$ cat config.mk
export PLATFORM = sky130hd
export DESIGN_NAME = sti_interlock
export DESIGN_NICKNAME = d
export VERILOG_FILES = /design/src/common/sti_pkg.sv /design/src/verilog/sti_interlock.sv
export SDC_FILE = /design/constraint.sdc
export NUM_CORES = 1
export LEC_CHECK = 0
export BUFFER_PORTS_ARGS = -buffer_cell sky130_fd_sc_hd__buf_2
export CORE_MARGIN = 8
export CORE_UTILIZATION = 45
export CTS_CLUSTER_SIZE = 10
export DETAILED_ROUTE_END_ITERATION = 10
export GPL_ROUTABILITY_DRIVEN = 0
export PLACE_DENSITY = 0.71
export SYNTH_ARGS = -nofsm -noshare
export SYNTH_HDL_FRONTEND = slang
export SYNTH_SLANG_ARGS = --single-unit
$ cat constraint.sdc
create_clock -name hclk -period 2.6 [get_ports hclk]
set_clock_uncertainty 0.1 [all_clocks]
set_input_delay 0.78 -clock hclk [delete_from_list [all_inputs] [get_ports hclk]]
set_output_delay 0.78 -clock hclk [all_outputs]
set_load 0.01 [all_outputs]
$ cat src/common/sti_pkg.sv
// Package for the torque-off interlock: register map, fields, codes, timing
package sti_pkg;

  // Clock and timing
  localparam int unsigned CLK_HZ          = 20_000_000;
  localparam int unsigned GATE_LIMIT_US   = 1000;
  localparam int unsigned STATUS_LIMIT_MS = 20;
  localparam int unsigned FAULT_LIMIT_MS  = 20;
  // Channel disagreement must persist this long before it is a fault
  localparam int unsigned DISAGREE_US     = 200;
  localparam int unsigned DISAGREE_CYC    = DISAGREE_US * (CLK_HZ / 1_000_000);
  localparam int unsigned STATUS_LIMIT_CYC = STATUS_LIMIT_MS * (CLK_HZ / 1000);

  // Register byte offsets
  localparam logic [7:0] OFS_CTRL   = 8'h00;
  localparam logic [7:0] OFS_STATUS = 8'h04;
  localparam logic [7:0] OFS_IRQ_ST = 8'h08;
  localparam logic [7:0] OFS_IRQ_MSK = 8'h0C;

  // Control field positions
  localparam int unsigned CTRL_RLY1_LSB  = 0;
  localparam int unsigned CTRL_RLY2_LSB  = 8;
  localparam int unsigned CTRL_EDGE_BIT  = 16;
  localparam int unsigned CTRL_SRC_LSB   = 20;
  localparam int unsigned CTRL_CLR_BIT   = 31;

  // Reset values
  localparam logic [31:0] CTRL_RESET = 32'h0000_0000;
  localparam logic [3:0]  MASK_RESET = 4'h0;

  // Codes
  localparam logic [7:0] RELAY_FN_TORQUE_OFF = 8'h0D;
  localparam logic [7:0] TRIP_CODE_CHANNEL   = 8'h1D;
  localparam logic [7:0] TRIP_CODE_NONE      = 8'h00;

  // Interrupt status bits
  localparam int unsigned IRQ_INHIBIT = 0;
  localparam int unsigned IRQ_RELEASE = 1;
  localparam int unsigned IRQ_FAULT   = 2;
  localparam int unsigned IRQ_START   = 3;

  typedef enum logic [1:0] {DISP_STOP, DISP_RUN, DISP_INHIBIT, DISP_TRIP} sti_disp_type;

  // Control register fields
  typedef struct packed {
    logic [3:0] start_source_select;
    logic       start_mode_select;
    logic [7:0] relay_two_function_select;
    logic [7:0] relay_one_function_select;
  } sti_ctrl_type;

  // Drive-facing outputs
  typedef struct packed {
    logic         run_enable;
    logic         relay_one_closed;
    logic         relay_two_closed;
    logic         healthy;
    sti_disp_type disp;
    logic [7:0]   trip_code;
  } sti_out_type;

endpackage : sti_pkg

$ cat src/verilog/sti_interlock.sv
// Torque-off interlock with AHB-Lite register slave
// Overview of operation
// [RL1] Torque-off input de-energised always disables output stage, regardless of settings.
// [RL2] Output stage becomes torque-free within 1 ms of input de-energising.
// [RL3] Torque-off status indication changes within 20 ms of input de-energising.
// [RL4] Channel fault shown on display and health output within 20 ms.
// [RL5] Fault in either internal channel raises trip with code 29.
// [RL6] Energised input: standby; start command from configured source runs the drive.
// [RL7] De-energised input shows inhibit; a present trip is shown instead.
// [RL8] Relay one selector value 13 opens relay one while torque-off active.
// [RL9] Relay two selector value 13 opens relay two while torque-off active.
// [RL10] Edge mode starts only on run rising edge once ready; auto restarts immediately.
// [RL11] Start command while de-energised is ignored; inhibit stays, no torque.
// [RL12] Input synchronised for status; gating path acts directly, unclocked.
//
// Local design decisions: the AHB-Lite interface to the registers and the register offsets.
module sti_interlock
  import sti_pkg::*;
(
  // Clock and reset
  input  wire logic        hclk,
  input  wire logic        hresetn,
  // AHB-Lite slave
  input  wire logic        hsel,
  input  wire logic [31:0] haddr,
  input  wire logic [1:0]  htrans,
  input  wire logic        hwrite,
  input  wire logic [2:0]  hsize,
  input  wire logic [31:0] hwdata,
  input  wire logic        hready,
  output logic      [31:0] hrdata,
  output logic             hreadyout,
  output logic             hresp,
  // Torque-off channels, high when energised
  input  wire logic        torque_ch_a,
  input  wire logic        torque_ch_b,
  // Run commands, one per start source
  input  wire logic [3:0]  run_cmd,
  // Gate request from motor control, gated result to power stage
  input  wire logic        pwm_gate_req,
  output logic             pwm_gate,
  // Drive-facing status
  output sti_out_type      drv_out,
  output logic             irq
);

  sti_ctrl_type ctrl_reg;
  logic [3:0]   irq_st_reg;
  logic [3:0]   irq_msk_reg;
  logic [1:0]   ch_a_sync_reg;
  logic [1:0]   ch_b_sync_reg;
  logic [3:0]   run_sync0_reg;
  logic [3:0]   run_sync1_reg;
  logic         run_prev_reg;
  logic         running_reg;
  logic         armed_reg;
  logic         fault_reg;
  logic [22:0]  disagree_cnt_reg;
  logic         sto_active_prev_reg;
  logic         wr_pend_reg;
  logic [7:0]   addr_reg;
  logic         clr_fault_req;
  logic         sto_active;
  logic         run_sel;
  logic         start_ok;
  logic [3:0]   irq_event;
  logic         addr_ok;
  logic         rd_wait_reg;
  logic [31:0]  rd_mux;

  // Status bits that a write-one-clear word hits
  function automatic logic [3:0] w1c_mask(input logic [31:0] w);
    return w[3:0];
  endfunction : w1c_mask

  // Data phase of a write to the given offset
  function automatic logic reg_wr_hit(input logic       pend,
                                      input logic [7:0] addr,
                                      input logic [7:0] ofs);
    return pend && addr == ofs;
  endfunction : reg_wr_hit

  // Relay opens while torque-off is active and its selector asks for it
  function automatic logic relay_open(input logic       active,
                                      input logic [7:0] fn_sel);
    return active && fn_sel == RELAY_FN_TORQUE_OFF;
  endfunction : relay_open

  // Direct combinational gate path, no clocked delay
  assign pwm_gate = pwm_gate_req & running_reg & torque_ch_a & torque_ch_b; // see [RL1] [RL2] [RL12]

  always_ff @(posedge hclk or negedge hresetn)
  begin
    if (!hresetn)
    begin
      ch_a_sync_reg <= 2'h0;
      ch_b_sync_reg <= 2'h0;
      run_sync0_reg <= 4'h0;
      run_sync1_reg <= 4'h0;
    end
    else
    begin
      ch_a_sync_reg <= {ch_a_sync_reg[0], torque_ch_a}; // see [RL12]
      ch_b_sync_reg <= {ch_b_sync_reg[0], torque_ch_b};
      run_sync0_reg <= run_cmd;
      run_sync1_reg <= run_sync0_reg;
    end
  end

  // Active when either channel is de-energised
  assign sto_active = !(ch_a_sync_reg[1] & ch_b_sync_reg[1]); // see [RL3]
  assign run_sel    = run_sync1_reg[ctrl_reg.start_source_select[1:0]]; // see [RL6]

  // Channel disagreement supervision
  always_ff @(posedge hclk or negedge hresetn)
  begin
    if (!hresetn)
    begin
      disagree_cnt_reg <= 23'h000000;
      fault_reg        <= 1'b0;
    end
    else
    begin
      if (ch_a_sync_reg[1] != ch_b_sync_reg[1])
      begin
        if (disagree_cnt_reg != DISAGREE_CYC[22:0])
          disagree_cnt_reg <= disagree_cnt_reg + 23'h000001;
      end
      else
        disagree_cnt_reg <= 23'h000000;
      if (disagree_cnt_reg == DISAGREE_CYC[22:0])
        fault_reg <= 1'b1; // see [RL5]
      else if (clr_fault_req)
        fault_reg <= 1'b0;
    end
  end

  // Edge mode needs a fresh rising run edge once ready
  assign start_ok = ctrl_reg.start_mode_select ? (run_sel & !run_prev_reg & armed_reg)
                                               : run_sel; // see [RL10]

  always_ff @(posedge hclk or negedge hresetn)
  begin
    if (!hresetn)
    begin
      running_reg  <= 1'b0;
      run_prev_reg <= 1'b0;
      armed_reg    <= 1'b0;
    end
    else
    begin
      run_prev_reg <= run_sel;
      armed_reg    <= !sto_active & !fault_reg;
      if (sto_active | fault_reg | !run_sel)
        running_reg <= 1'b0; // see [RL1] [RL11]
      else if (start_ok)
        running_reg <= 1'b1; // see [RL6]
    end
  end

  // Drive-facing outputs, registered
  always_ff @(posedge hclk or negedge hresetn)
  begin
    if (!hresetn)
    begin
      drv_out <= '{run_enable: 1'b0, relay_one_closed: 1'b0, relay_two_closed: 1'b0,
                   healthy: 1'b0, disp: DISP_STOP, trip_code: TRIP_CODE_NONE};
    end
    else
    begin
      drv_out.run_enable <= running_reg;
      drv_out.relay_one_closed <= !relay_open(sto_active,
                                              ctrl_reg.relay_one_function_select); // see [RL8]
      drv_out.relay_two_closed <= !relay_open(sto_active,
                                              ctrl_reg.relay_two_function_select); // see [RL9]
      drv_out.healthy   <= !fault_reg; // see [RL4]
      drv_out.trip_code <= fault_reg ? TRIP_CODE_CHANNEL : TRIP_CODE_NONE; // see [RL5]
      if (fault_reg)
        drv_out.disp <= DISP_TRIP; // see [RL4] [RL7]
      else if (sto_active)
        drv_out.disp <= DISP_INHIBIT; // see [RL7] [RL11]
      else if (running_reg)
        drv_out.disp <= DISP_RUN;
      else
        drv_out.disp <= DISP_STOP;
    end
  end

  // Interrupt events
  always_ff @(posedge hclk or negedge hresetn)
  begin
    if (!hresetn)
      sto_active_prev_reg <= 1'b1;
    else
      sto_active_prev_reg <= sto_active;
  end

  assign irq_event[IRQ_INHIBIT] = sto_active & !sto_active_prev_reg;
  assign irq_event[IRQ_RELEASE] = !sto_active & sto_active_prev_reg;
  assign irq_event[IRQ_FAULT]   = (disagree_cnt_reg == DISAGREE_CYC[22:0]) & !fault_reg;
  assign irq_event[IRQ_START]   = start_ok & !running_reg & !sto_active & !fault_reg;
  assign irq = |(irq_st_reg & irq_msk_reg);

  // AHB-Lite address phase capture; writes land at the end of their data phase
  always_ff @(posedge hclk or negedge hresetn)
  begin
    if (!hresetn)
    begin
      wr_pend_reg <= 1'b0;
      addr_reg    <= 8'h00;
    end
    else if (hready)
    begin
      wr_pend_reg <= hsel & htrans[1] & hwrite;
      addr_reg    <= haddr[7:0];
    end
  end

  assign clr_fault_req = reg_wr_hit(wr_pend_reg, addr_reg, OFS_CTRL) && hwdata[CTRL_CLR_BIT];

  always_ff @(posedge hclk or negedge hresetn)
  begin
    if (!hresetn)
    begin
      ctrl_reg.relay_one_function_select <= CTRL_RESET[CTRL_RLY1_LSB +: 8];
      ctrl_reg.relay_two_function_select <= CTRL_RESET[CTRL_RLY2_LSB +: 8];
      ctrl_reg.start_mode_select         <= CTRL_RESET[CTRL_EDGE_BIT];
      ctrl_reg.start_source_select       <= CTRL_RESET[CTRL_SRC_LSB +: 4];
    end
    else if (reg_wr_hit(wr_pend_reg, addr_reg, OFS_CTRL))
    begin
      ctrl_reg.relay_one_function_select <= hwdata[CTRL_RLY1_LSB +: 8];
      ctrl_reg.relay_two_function_select <= hwdata[CTRL_RLY2_LSB +: 8];
      ctrl_reg.start_mode_select         <= hwdata[CTRL_EDGE_BIT];
      ctrl_reg.start_source_select       <= hwdata[CTRL_SRC_LSB +: 4];
    end
  end

  // Sticky status, set wins over write-one clear
  always_ff @(posedge hclk or negedge hresetn)
  begin
    if (!hresetn)
    begin
      irq_st_reg  <= 4'h0;
      irq_msk_reg <= MASK_RESET;
    end
    else
    begin
      if (reg_wr_hit(wr_pend_reg, addr_reg, OFS_IRQ_ST))
        irq_st_reg <= (irq_st_reg & ~w1c_mask(hwdata)) | irq_event;
      else
        irq_st_reg <= irq_st_reg | irq_event;
      if (reg_wr_hit(wr_pend_reg, addr_reg, OFS_IRQ_MSK))
        irq_msk_reg <= hwdata[3:0];
    end
  end

  assign addr_ok = addr_reg == OFS_CTRL || addr_reg == OFS_STATUS ||
                   addr_reg == OFS_IRQ_ST || addr_reg == OFS_IRQ_MSK;

  // Read mux over the offset held from the address phase
  always_comb
  begin
    rd_mux = 32'h0000_0000;
    if (addr_ok)
    begin
      unique case (addr_reg)
        OFS_CTRL:
        begin
          rd_mux[CTRL_RLY1_LSB +: 8] = ctrl_reg.relay_one_function_select;
          rd_mux[CTRL_RLY2_LSB +: 8] = ctrl_reg.relay_two_function_select;
          rd_mux[CTRL_EDGE_BIT]      = ctrl_reg.start_mode_select;
          rd_mux[CTRL_SRC_LSB +: 4]  = ctrl_reg.start_source_select;
        end
        OFS_STATUS:
          rd_mux = {16'h0000, drv_out.trip_code, 2'h0, fault_reg, running_reg,
                    ch_b_sync_reg[1], ch_a_sync_reg[1], sto_active, irq};
        OFS_IRQ_ST:  rd_mux[3:0] = irq_st_reg;
        OFS_IRQ_MSK: rd_mux[3:0] = irq_msk_reg;
      endcase
    end
  end

  // Reads take one wait state so read data leave a flip-flop and see prior writes
  always_ff @(posedge hclk or negedge hresetn)
  begin
    if (!hresetn)
    begin
      rd_wait_reg <= 1'b0;
      hrdata      <= 32'h0000_0000;
    end
    else
    begin
      rd_wait_reg <= hready & hsel & htrans[1] & !hwrite;
      if (rd_wait_reg)
        hrdata <= rd_mux;
    end
  end

  // Always OKAY; ready drops only in the first cycle of a read data phase
  assign hreadyout = !rd_wait_reg;
  assign hresp     = 1'b0;

endmodule : sti_interlock

======== Word level (Yosys, flattened, before mapping) ========
Index checks and enable logic that the tools add are counted.
word-level totals
  register bits after elaboration ......... 122
  input port bits ......................... 81
  word-level logic and storage cells ...... 103
cells by class
  add/sub/neg operators ................... 1
  magnitude comparators ................... 1
  equality and inequality tests ........... 9
  muxes and demuxes ....................... 18
  bitwise gates (word level) .............. 25
  reductions and logical operators ........ 23
operators by type and width
  cell                                                        number
  two-way mux 23 bit                                          2
  == test 8 x 4 -> 1 bit, second input constant               4
  one-hot mux 13 bit (2 select lines)                         1
  two-way mux 24 bit                                          1
  adder 23 x 1 -> 23 bit, second input constant               1
  == test 23 x 12 -> 1 bit, second input constant             1
  != test 23 x 12 -> 1 bit, second input constant             1
  bitwise AND 1 bit                                           18
  one-hot mux 4 bit (4 select lines)                          1
  zero test 1 bit                                             10
  bitwise AND 4 bit                                           2
  == test 8 x 3 -> 1 bit, second input constant               1
  zero test 8 bit                                             1
  two-way mux 4 bit                                           2
  bitwise OR 4 bit                                            2
  two-way mux 1 bit                                           7
  logical AND 1 bit                                           6
  two-way mux 5 bit                                           1
  two-way mux 2 bit                                           2
  NOT 4 bit                                                   1
  nonzero test 2 bit                                          2
  OR reduction 4 bit                                          1
  logical OR 1 bit                                            3
  less-than comparator 2 x 3 -> 1 bit, second input constant  1
  other kinds (4)                                             5

======== Logic depth before layout (Yosys ltp) ========
  word-level depth ........................ 10
  mapped depth ............................ 6

======== Worst setup path after synthesis ========
Ideal clock, no wire load.
  path kind ............................... register to register
  start ................................... register addr_reg[5]
  end ..................................... register ctrl_reg[0] (netlist bit)
  data arrival time ....................... 1.698 ns
  setup slack ............................. 0.677 ns
  stages on the path, launching flop included .. 6
  path buffers ............................ 1
  period minus slack after synthesis ...... 1.923 ns
  cells stage by stage .................... dfrtp_1 > nor4_1 > nand4b_1 > nor2_1 > buf_2 > mux2_2
on the way
  cells in the longest elaborated chain, start to end .. 2
ends and longest elaborated chain
  element                   RTL line              source
  start: declaration        sti_interlock.sv:61   logic [7:0] addr_reg;
  start signal: assignment  sti_interlock.sv:215  addr_reg <= haddr[7:0];
  zero test 8 bit           sti_interlock.sv:80   return pend && addr == ofs;
  logical AND 1 bit         sti_interlock.sv:80
  end: declaration          sti_interlock.sv:47   sti_ctrl_type ctrl_reg;
Every way passes these cells.
A chain may end at the register's enable or synchronous reset.

======== Final worst setup path ========
  start ................................... register irq_msk_reg[2]
  end ..................................... output irq
on the way
  cells in the longest elaborated chain, start to end .. 2
ends and longest elaborated chain
  element                   RTL line              source
  start: declaration        sti_interlock.sv:49   logic [3:0] irq_msk_reg;
  start signal: assignment  sti_interlock.sv:254  irq_msk_reg <= hwdata[3:0];
  bitwise AND 4 bit         sti_interlock.sv:202  assign irq = |(irq_st_reg & irq_msk_reg);
  OR reduction 4 bit        sti_interlock.sv:202
  end: declaration          sti_interlock.sv:44   output logic irq
Every way passes these cells.

==> results.tsv <==
stage	metric	value	unit
cells_and_area	Post-Layout Cell Count	588	
pwr	Flop pwr share	59.6	%
sta	Max-slew headroom	53.9	%
min_path	hold crit path type	in -> async	
sta	Worst-Margin Slew	691	ps
routing	WL met3	546	µm
cells_and_area	max FFs per register	23	
sta	Final Max Slew Viols	0	
routing	Routed WL	9700	µm
cells_and_area	Finished Core Util	53.3	%
global_routing	Tot GR Track Use	15.1	%
routing	via count	3148	
floorplan	io pins	131	
routing	M1 WL	4080	µm
pwr	Net Sw Frac	25.5	%
global_routing	initial antenna violation count	0	
place	dpl hpwl	7270	µm
place	Placed Cells	573	
synth	Avg Cell Area, Syn	12.3	µm²
cells_and_area	area occupied by multi-input gates	1680	µm²
run	Max Cap Viol	0	
synth	Seq/Total Area, Yosys	58.8	%
routing	WL/cell	16.5	µm
sta	minimum clock period	2420	ps
cells_and_area	share of cells above drive strength 1	32.1	%
sta	Fin. Hold Viols	0	
cells_and_area	Diodes inserted	0	
place	I/O Buffers	76	
floorplan	Initial Util	46.4	%
synth	top cell type's share of synthesized area	58.2	%
clock_tree	worst-skew pair later-pin latency	360	ps
critical_path	CP Max Fanout	3	
synth	area leader, netlist	dfrtp_1	
synth	Post-synth EDFFs	0	
synth	Yosys Warn Count	0	
critical_path	Slowest cell on crit path	a222oi_1	
clock_tree	Clock Sinks	107	
critical_path	CP Class	reg -> out	
critical_path	R2R cell count	5	
sta	final setup margin	178	ps
clock_tree	CTS resizes	0	
clock_tree	CTS H-tree lvls	3	
routing	Met2 Wirelength	4910	µm
synth	ranking of synthesized cells by area	dfrtp_1 (58%), mux2_2 (8.4%), buf_4 (3.1%)	
critical_path	worst-path cell chain	a222oi_1 -> nand2_1 -> buf_2	
floorplan	Row Count	36	
pwr	internal power	2.22	mW
global_routing	largest net degree at the start of global routing	42	
global_routing	remaining global-route overflow	0	
routing	Post-DRT Antenna Nets	0	
critical_path	Req. time, crit path	1720	ps
pwr	Clock power frac	32.3	%
pwr	Pwr per Cell Area	570	nW/µm²
synth	Synth async-reset ratio	100	%
synth	Post-Syn Area	4560	µm²
routing	Pre-antenna DRT Iters	4	
cells_and_area	Finished Cell Area	5230	µm²
cells_and_area	most frequent cells in the layout	dfrtp_1 (106), buf_2 (75), mux2_2 (34)	
cells_and_area	commonest non-fill, non-tap cell in the layout	dfrtp_1	
floorplan	Die ar.	13600	µm²
place	pre-CTS WS	445	ps
sta	setup total negative slack	0	ps
critical_path	delay-heaviest family, CP	compound AO/OA/AOI/OAI gates	
synth	Synth cell types	46	
routing	drt drc	0	
synth	synthesis-stage register bit count	107	
synth	ys flop type	dfrtp_1	
critical_path	Worst Path Arrival	1540	ps
clock_tree	clock root cell	clkbuf_8	
floorplan	Die H	117	µm
routing	Avg Vias per Cell	5.35	
routing	DRT iter0 DRCs	154	
critical_path	Max stage delay on crit path	500	ps
pwr	P_sw	0.761	mW
routing	DR top layer	met4	
floorplan	total core area	9820	µm²
critical_path	CP Buf/Inv Count	1	
critical_path	CP Depth	3	
clock_tree	count of hold buffers inserted by post-cts repair	0	
sta	worst hold slack	210	ps
floorplan	Die W	117	µm
cells_and_area	number of nets in the layout	535	
place	Post-DP Area	5050	µm²
global_routing	first-pass GRT wire length	16000	µm
pwr	Combinational Power Share	8.2	%
synth	cell count after synthesis	372	
status	outcome	complete, no violations	
pwr	Total Power	2.98	mW
sta	maximum clock frequency	0.413	GHz
clock_tree	clk slew on worst S/H paths	100	ps
critical_path	CP Launch Type	flop	
cells_and_area	# fillers	877	
sta	final worst path period share	93.2	%
critical_path	CP Capture Type	output port	
global_routing	vias in the first global route	3272	
clock_tree	Post-CTS Setup Inserts	0	
sta	RSZ-0062 raised after global routing	no	
clock_tree	clock tree buffer depth	2	
clock_tree	CTS buffer count	9	
clock_tree	TritonCTS clock tree	built	
cells_and_area	synth-to-layout area growth	14.8	%
pwr	peak supply drop	0.000247	V
sta	final setup violation count	0	
pwr	Lkg Pwr	2.44	nW
cells_and_area	register area	2680	µm²
## cell usage after synthesis, types with 2 or more instances
cell type and n:
or3_1 6, clkbuf_1 10, buf_2 3, nand2b_1 2, mux2_2 34, buf_4 19, o21ai_0 24, nand4_1 9
o31ai_1 3, mux4_2 4, nor2_1 15, o2bb2ai_1 6, dfrtp_1 106, mux2i_1 7, and4_1 4, xor2_1 4
nor4bb_1 2, and3_1 2, nand2_1 15, nor3_1 8, xnor2_1 6, nor4_1 4, inv_1 16, ha_1 3
a22o_1 11, nand3_1 14, or4_1 3, a21oi_1 13, nand4b_1 2
## worst register-to-register path, cell delays in order (launching register included)
cell      delay, ps
dfrtp_1         390
nor4_1          530
nand4b_1        250
nor2_2          150
buf_4           260
mux2_2          380
## logic make-up after synthesis
family | synth area share, %
xor+xnor | 1.92
fa+ha+maj | 0.824
buf+inv | 5.68
mux | 11.9
simple gates | 12.2
compound gates | 8.56
other cells | 0.0823
flops | 58.8
## layer usage
| metal | vias up | track usage, % |
|---|---|---|
| li1 | 1465 | - |
| met5 | - | 0 |
| met4 | 0 | 5.72 |
| met3 | 14 | 3.26 |
| met2 | 76 | 25.3 |
| met1 | 1593 | 18.8 |
## power groups by stage
stage	clock, mW	sequential [mW]	combinational [mW]
after floorplan	0	1.79	0.161
after global placement	0	1.80	0.239
after detailed placement	0	1.81	0.248
after CTS	0.978	1.78	0.249
after global routing	1.06	1.79	0.276
final	0.961	1.78	0.244
## cell type report
class                   count  area share (%)
inverters                  17            1.22
well taps                 133            3.18
flip-flops and latches    107            51.2
clock buffers              10            2.63
clock inverters             5           0.861
repair buffers             85            8.85
multi-input cells         231            32.1
## worst paths after layout
| check | startpoint | end | slack [ps] |
|---|---|---|---|
| setup / recovery | irq_msk_reg[2] | irq | 180 |
| hold / removal | hresetn | irq_msk_reg[3] | 210 |
| setup reg to reg | addr_reg[5] | ctrl_reg[18] | 420 |
| hold reg to reg | ch_b_sync_reg[0] | ch_b_sync_reg[1] | 250 |
| max in group asynchronous | hresetn | ctrl_reg[18] | 1570 |
| min in group hclk | ch_b_sync_reg[0] | ch_b_sync_reg[1] | 250 |
Power figures use the tool's default switching activity.
